### src/host_port_pkg.sv
// Constants and types of the parallel host port
// Function
// Serial bit clock is 4.096 or 8.192 MHz
// Non-multiplexed: low shared pins are address 0-2
// Non-multiplexed: next pins are address 3-5
// Wide configuration: low pins are serial 8-10
// Wide configuration: upper pins are serial 11-13
// Strobe styles: high strobe with chip select; with separate strobes the code accesses on a low read or write strobe instead
// Separate strobes: low read drives data lines
// Strobe styles: direction pin picks read or write; with separate strobes the code takes a read from a low strobe pin instead
// Separate strobes: low write takes data lines in
// Access only while chip select is low
// Data lines reach registers and memories
// Multiplexed: address comes from data lines
// Mode input high selects multiplexed bus
// Address latched on falling address strobe
// Acknowledge low marks each completed transfer
// Data lines released unless selected read
package host_port_pkg;
  localparam int SERIAL_CLK_LO_KHZ = 4096;
  localparam int SERIAL_CLK_HI_KHZ = 8192;
  localparam int ADDR_W = 8;
  localparam int DATA_W = 8;
  localparam int SYNC_W = 19;
  localparam int POS_CS = 0;
  localparam int POS_STB = 1;
  localparam int POS_DIR = 2;
  localparam int POS_ALS = 3;
  localparam int POS_IM = 4;
  localparam int POS_ADDR = 5;
  localparam int POS_DATA = 11;
  localparam logic [SYNC_W-1:0] SYNC_RST = 19'h00007;
  localparam logic [ADDR_W-1:0] ADDR_RST = 8'h00;
  localparam logic [DATA_W-1:0] DATA_RST = 8'h00;
  localparam logic [5:0] SERIAL_RST = 6'h00;

  typedef enum logic [1:0] {
    ST_IDLE = 2'b00,
    ST_RD_WAIT = 2'b01,
    ST_ACK = 2'b10
  } port_state_t;

  function automatic logic [SYNC_W-1:0] settle(input logic [SYNC_W-1:0] s2, input logic [SYNC_W-1:0] s3,
                                               input logic [SYNC_W-1:0] old);
    settle = (~(s2 ^ s3) & s3) | ((s2 ^ s3) & old);
  endfunction : settle
endpackage : host_port_pkg

### src/cpu_host_port.sv
// Parallel host port with shared address and serial pins
`timescale 1ns/100ps
module cpu_host_port (
  input wire logic core_clk_in,
  input wire logic resetn_in,
  input wire logic chip_select_n_in,
  input wire logic host_strobe_pin_in,
  input wire logic host_dir_pin_in,
  input wire logic address_latch_strobe_in,
  input wire logic bus_style_select_in,
  input wire logic separate_strobe_style_in,
  input wire logic wide_config_in,
  input wire logic [2:0] low_addr_or_extra_serial_in,
  input wire logic [2:0] upper_extra_serial_in,
  input wire logic [host_port_pkg::DATA_W-1:0] host_data_lines_in,
  output logic [host_port_pkg::DATA_W-1:0] host_data_lines_out,
  output logic host_data_lines_oe_out,
  output logic transfer_ack_n_out,
  output logic transfer_ack_oe_out,
  output logic [host_port_pkg::ADDR_W-1:0] reg_addr_out,
  output logic [host_port_pkg::DATA_W-1:0] reg_wr_data_out,
  output logic reg_wr_out,
  output logic reg_rd_out,
  input wire logic [host_port_pkg::DATA_W-1:0] reg_rd_data_in,
  output logic [5:0] extra_serial_out
);
  import host_port_pkg::*;

  logic [SYNC_W-1:0] s1_ff, s2_ff, s3_ff, flt_ff;
  logic [SYNC_W-1:0] nxt_s1, nxt_s2, nxt_s3, nxt_flt;
  logic [SYNC_W-1:0] pins;

  assign pins = {host_data_lines_in, upper_extra_serial_in, low_addr_or_extra_serial_in, bus_style_select_in,
                 address_latch_strobe_in, host_dir_pin_in, host_strobe_pin_in, chip_select_n_in};

  // Change accepted once second and third stage agree
  always_comb begin
    nxt_s1 = pins;
    nxt_s2 = s1_ff;
    nxt_s3 = s2_ff;
    nxt_flt = settle(s2_ff, s3_ff, flt_ff);
  end

  always_ff @(posedge core_clk_in or negedge resetn_in) begin
    if (!resetn_in) begin
      s1_ff <= SYNC_RST;
      s2_ff <= SYNC_RST;
      s3_ff <= SYNC_RST;
      flt_ff <= SYNC_RST;
    end else begin
      s1_ff <= nxt_s1;
      s2_ff <= nxt_s2;
      s3_ff <= nxt_s3;
      flt_ff <= nxt_flt;
    end
  end

  logic cs_n, stb, dir, als, mux_mode, sep_mode;
  logic [5:0] addr_pins;
  logic [DATA_W-1:0] data_pins;
  logic access, is_read;
  logic [ADDR_W-1:0] cur_addr;

  assign cs_n = flt_ff[POS_CS];
  assign stb = flt_ff[POS_STB];
  assign dir = flt_ff[POS_DIR];
  assign als = flt_ff[POS_ALS];
  assign mux_mode = flt_ff[POS_IM];
  assign addr_pins = flt_ff[POS_ADDR +: 6];
  assign data_pins = flt_ff[POS_DATA +: DATA_W];
  // Separate read and write strobes only exist on the multiplexed bus
  assign sep_mode = mux_mode & separate_strobe_style_in;

  always_comb begin
    if (sep_mode) begin
      access = !cs_n && (!stb || !dir);
      is_read = !stb;
    end else begin
      access = !cs_n && stb;
      is_read = dir;
    end
  end

  logic als_prev_ff, nxt_als_prev;
  logic [ADDR_W-1:0] latch_ff, nxt_latch;
  logic [5:0] serial_ff, nxt_serial;

  always_comb begin
    nxt_als_prev = als;
    nxt_latch = latch_ff;
    if (mux_mode && als_prev_ff && !als) begin
      nxt_latch = data_pins;
    end
    nxt_serial = wide_config_in ? addr_pins : SERIAL_RST;
  end

  always_ff @(posedge core_clk_in or negedge resetn_in) begin
    if (!resetn_in) begin
      als_prev_ff <= 1'b0;
      latch_ff <= ADDR_RST;
      serial_ff <= SERIAL_RST;
    end else begin
      als_prev_ff <= nxt_als_prev;
      latch_ff <= nxt_latch;
      serial_ff <= nxt_serial;
    end
  end

  // Pins carry address only on the non-multiplexed bus
  assign cur_addr = mux_mode ? latch_ff : {2'b00, addr_pins};
  assign extra_serial_out = serial_ff;

  port_state_t state_ff, nxt_state;
  logic [ADDR_W-1:0] addr_ff, nxt_addr;
  logic [DATA_W-1:0] wdata_ff, nxt_wdata, rdata_ff, nxt_rdata;
  logic wr_ff, nxt_wr, rd_ff, nxt_rd;

  always_comb begin
    nxt_state = state_ff;
    nxt_addr = addr_ff;
    nxt_wdata = wdata_ff;
    nxt_rdata = rdata_ff;
    nxt_wr = 1'b0;
    nxt_rd = 1'b0;
    case (state_ff)
      ST_IDLE: begin
        if (access) begin
          nxt_addr = cur_addr;
          if (is_read) begin
            nxt_rd = 1'b1;
            nxt_state = ST_RD_WAIT;
          end else begin
            nxt_wdata = data_pins;
            nxt_wr = 1'b1;
            nxt_state = ST_ACK;
          end
        end
      end
      ST_RD_WAIT: begin
        nxt_rdata = reg_rd_data_in;
        nxt_state = ST_ACK;
      end
      ST_ACK: begin
        // One transfer per strobe; the host must end it before the next
        if (!access) begin
          nxt_state = ST_IDLE;
        end
      end
      default: begin
        nxt_state = ST_IDLE;
      end
    endcase
  end

  always_ff @(posedge core_clk_in or negedge resetn_in) begin
    if (!resetn_in) begin
      state_ff <= ST_IDLE;
      addr_ff <= ADDR_RST;
      wdata_ff <= DATA_RST;
      rdata_ff <= DATA_RST;
      wr_ff <= 1'b0;
      rd_ff <= 1'b0;
    end else begin
      state_ff <= nxt_state;
      addr_ff <= nxt_addr;
      wdata_ff <= nxt_wdata;
      rdata_ff <= nxt_rdata;
      wr_ff <= nxt_wr;
      rd_ff <= nxt_rd;
    end
  end

  assign reg_addr_out = addr_ff;
  assign reg_wr_data_out = wdata_ff;
  assign reg_wr_out = wr_ff;
  assign reg_rd_out = rd_ff;
  assign host_data_lines_out = rdata_ff;
  assign host_data_lines_oe_out = access && is_read;
  // Open drain: only ever pulls low
  assign transfer_ack_oe_out = (state_ff == ST_ACK);
  assign transfer_ack_n_out = 1'b0;
endmodule : cpu_host_port

### config.mk
export PLATFORM = sky130hd
export DESIGN_NAME = cpu_host_port
export DESIGN_NICKNAME = d
export VERILOG_FILES = /design/src/host_port_pkg.sv /design/src/cpu_host_port.sv
export SDC_FILE = /design/constraint.sdc
export NUM_CORES = 1
export LEC_CHECK = 0
export BUFFER_PORTS_ARGS = -buffer_cell sky130_fd_sc_hd__buf_2
export CORE_UTILIZATION = 55
export CTS_CLUSTER_DIAMETER = 60
export CTS_CLUSTER_SIZE = 30
export DETAILED_ROUTE_END_ITERATION = 6
export PLACE_DENSITY = 0.88
export SETUP_SLACK_MARGIN = 0.5
export SYNTH_ARGS = -nofsm -noshare
export SYNTH_HDL_FRONTEND = slang
export SYNTH_SLANG_ARGS = --single-unit
### constraint.sdc
create_clock -name core_clk_in -period 5 [get_ports core_clk_in]
set_clock_uncertainty 0.1 [all_clocks]
set_input_delay 0 -clock core_clk_in [delete_from_list [all_inputs] [get_ports core_clk_in]]
set_output_delay 0 -clock core_clk_in [all_outputs]
set_load 0.01 [all_outputs]
==> qor.csv <==
metric,value,unit
critical path's top delay family,flip-flops,
global-route wire length before repair,10.8,mm
GRT Total Usage,0.208,
fin nets,353,
initial antenna violation count,0,
Yosys Warn Count,0,
Peak VDD IR,0.400,mV
Die W,85.6,µm
# Max-Cap Violations,0,
vias in the first global route,2118,
Slew @ Worst Pin,0.848,ns
clock buffer depth,2,
placer congestion estimate,0.690,
htree depth,4,
clock share of power,0.432,
Worst Hold Depth,2,
Sw Ratio,0.233,
per-cell routed wire length,15.3,µm
min-delay src,host_data_lines_in[2],
"Top FF cell, synth",dfrtp_1,
CP endpoint kind,primary output,
# port buffers,64,
library cells used by synthesis,22,
DP HPWL,3.80,mm
"area leader, netlist",dfrtp_1,
Critical Path Source Type,flop,
Worst-Skew Late Latency,0.50,ns
GRT overflow,0,
largest cells by area after synthesis,"dfrtp_1 (70%), mux2_2 (11%), dfstp_2 (8.2%), maj3_1 (4.9%), and2_1 (1.1%)",
Worst Reg-to-Reg Cells,3,
die area,7330,µm²
drt first-iter violations,99,
Crit Path Category,flop to primary output,
Tcrit/Tclk final,0.428,
Tot Pwr,0.00293,W
most common cell in the netlist,dfrtp_1,
Placed Area,4280,µm²
register share of total power,0.424,
part of the Yosys area used for sequential elements,0.778,
DRC,0,
final WL,6.58,mm
Root Buffer,clkbuf_8,
Post-DRT Antenna Nets,0,
Via density,4.76,
share of layout cells above drive strength 1,0.440,
Int Pwr,0.00225,W
largest net degree at the start of global routing,72,
final hold vios,0,
worst r2r dst,reg_addr_out[3],
Switch Pwr,0.000683,W
Static Leakage,2.43,nW
worst path arrival time,2.04,ns
setup TNS,0,ns
WHS Endpoint,nxt_s2[13],
Max Clk Rate,467,MHz
slowest cell on the critical path,dfrtp_1,
Post-synth EDFFs,0,
IO Count,66,
WP data required,4.90,ns
most frequent cells after synthesis,"dfrtp_1 (107), mux2_2 (37), maj3_1 (19)",
core area,6790,µm²
minimum clock period,2.14,ns
worst reg2reg setup slack,3.25,ns
Max Slew Vio Count,0,
area fraction of the dominant cell type after synthesis,0.696,
CP Cell Sequence,and2_1 > mux2_2 > nor2_1 > buf_2,
synthesized instance count,210,
Comb pwr share,0.144,
Die Span Y,85.6,µm
Cell Pwr Density,560,nW/µm²
Synth Area per Inst,18.3,µm²
hold_ws,0.0378,ns
clk slew on worst S/H paths,0.05,ns
normalized max-slew margin,0.435,
Placed Cells,367,
postcts setup bufs,0,
TritonCTS clock tree,yes,
area growth from synthesis to layout,36.2,%
clk sink count,119,
CTS buffer count,17,
Final setup viols,0,
Final Non-Filler Cells,430,
diode count,0,
total number of vias,2047,
CP Max Fanout,12,
ys async rst share,1.00,
Synth Cell Area,3850,µm²
status,completed,
"Design Area, Final",5240,µm²
Worst Hold Class,input pin to flop,
Synth Register Bits,119,
max incr delay on CP,0.63,ns
Buffers & Inverters on Critical Path,1,
RSZ-0062 raised after global routing,false,
Initial Util,0.566,
cell depth of the worst setup path,4,
FP Rows,30,
number of detailed-route iterations in the first pass,4,
syn nets,241,
[how the worst max path moves through the flow]
stage                     start                endpoint  slack (ns)
after CTS                  flop  host_data_lines_oe_out        2.84
after detailed placement   flop         reg_addr_out[5]        3.24
final                      flop  host_data_lines_oe_out        2.86
after global placement     flop         reg_addr_out[5]        3.29
after global routing       flop  host_data_lines_oe_out        2.77
after floorplan            flop         reg_addr_out[0]        3.41
[metrics by stage]
step                      utilization  setup slack, ns
final                           0.771             2.86
after global placement          0.629             3.29
after detailed placement        0.629             3.24
after CTS                       0.771             2.84
after global routing            0.771             2.77
after floorplan                     -             3.41
[worst reg2reg max path: stages, from the launching register on]
cell	delay [ns]
dfrtp_1	0.55
and2_1	0.29
o211ai_4	0.32
mux2_2	0.39
[cell usage in the layout, fill, tap and decap left out, drive strengths merged, types with 2 or more instances in the layout]
cell type    synthesis  layout
dfrtp              107     107
dlygate4sd3          0      31
nand3b               2       2
nor2                 3       3
mux2i                2       2
nor2b                2       2
dfstp               12      12
inv                  4       4
buf                  4      66
and2                 7       7
mux2                37      37
bufinv               0       5
clkbuf               0      22
nand2                3       3
maj3                19      19
clkinv               0       3
[cell families (layout without fill, tap and decap cells)]
| logic type | count (synthesis) | in the layout | share of synthesized area |
|---|---|---|---|
| fa+ha+maj | 19 | 19 | 0.0494 |
| mux | 39 | 39 | 0.113 |
| flops | 119 | 119 | 0.778 |
| other cells | 1 | 1 | 0.000975 |
| buf+inv | 8 | 132 | 0.00975 |
| simple gates | 21 | 21 | 0.0390 |
| compound gates | 3 | 3 | 0.00943 |
[power groups by stage]
| stage | Sequential [W] | Clock, W | Combinational, W |
|---|---|---|---|
| after floorplan | 0.00128 | 0 | 0.000181 |
| after global placement | 0.00124 | 0 | 0.000383 |
| after detailed placement | 0.00126 | 0 | 0.000398 |
| after CTS | 0.00124 | 0.00129 | 0.000429 |
| after global routing | 0.00126 | 0.00134 | 0.000456 |
| final | 0.00124 | 0.00127 | 0.000421 |
[final cells by class]
| class | count | area, µm² |
|---|---|---|
| clock inverter | 9 | 173 |
| timing repair buffer | 97 | 668 |
| inverter | 4 | 15.0 |
| tap | 96 | 120 |
| multi-input combinational | 83 | 817 |
| clock buffer | 22 | 453 |
| fill | 372 | 1560 |
| sequential | 119 | 2990 |
[repair_timing]
item	4_1_cts	5_1_grt
endpoints found under the hold margin	83	0
gates resized for setup	0	0
hold buffers	32	0
[routing by layer]
| metal | GRT usage | vias to the layer above | routed length (µm) |
|---|---|---|---|
| li1 | - | 945 | - |
| met1 | 0.255 | 1036 | 2860 |
| met2 | 0.320 | 54 | 3330 |
| met3 | 0.0943 | 12 | 261 |
| met4 | 0.0924 | 0 | 135 |
| met5 | 0 | - | 0 |
Power figures use the tool's default switching activity.
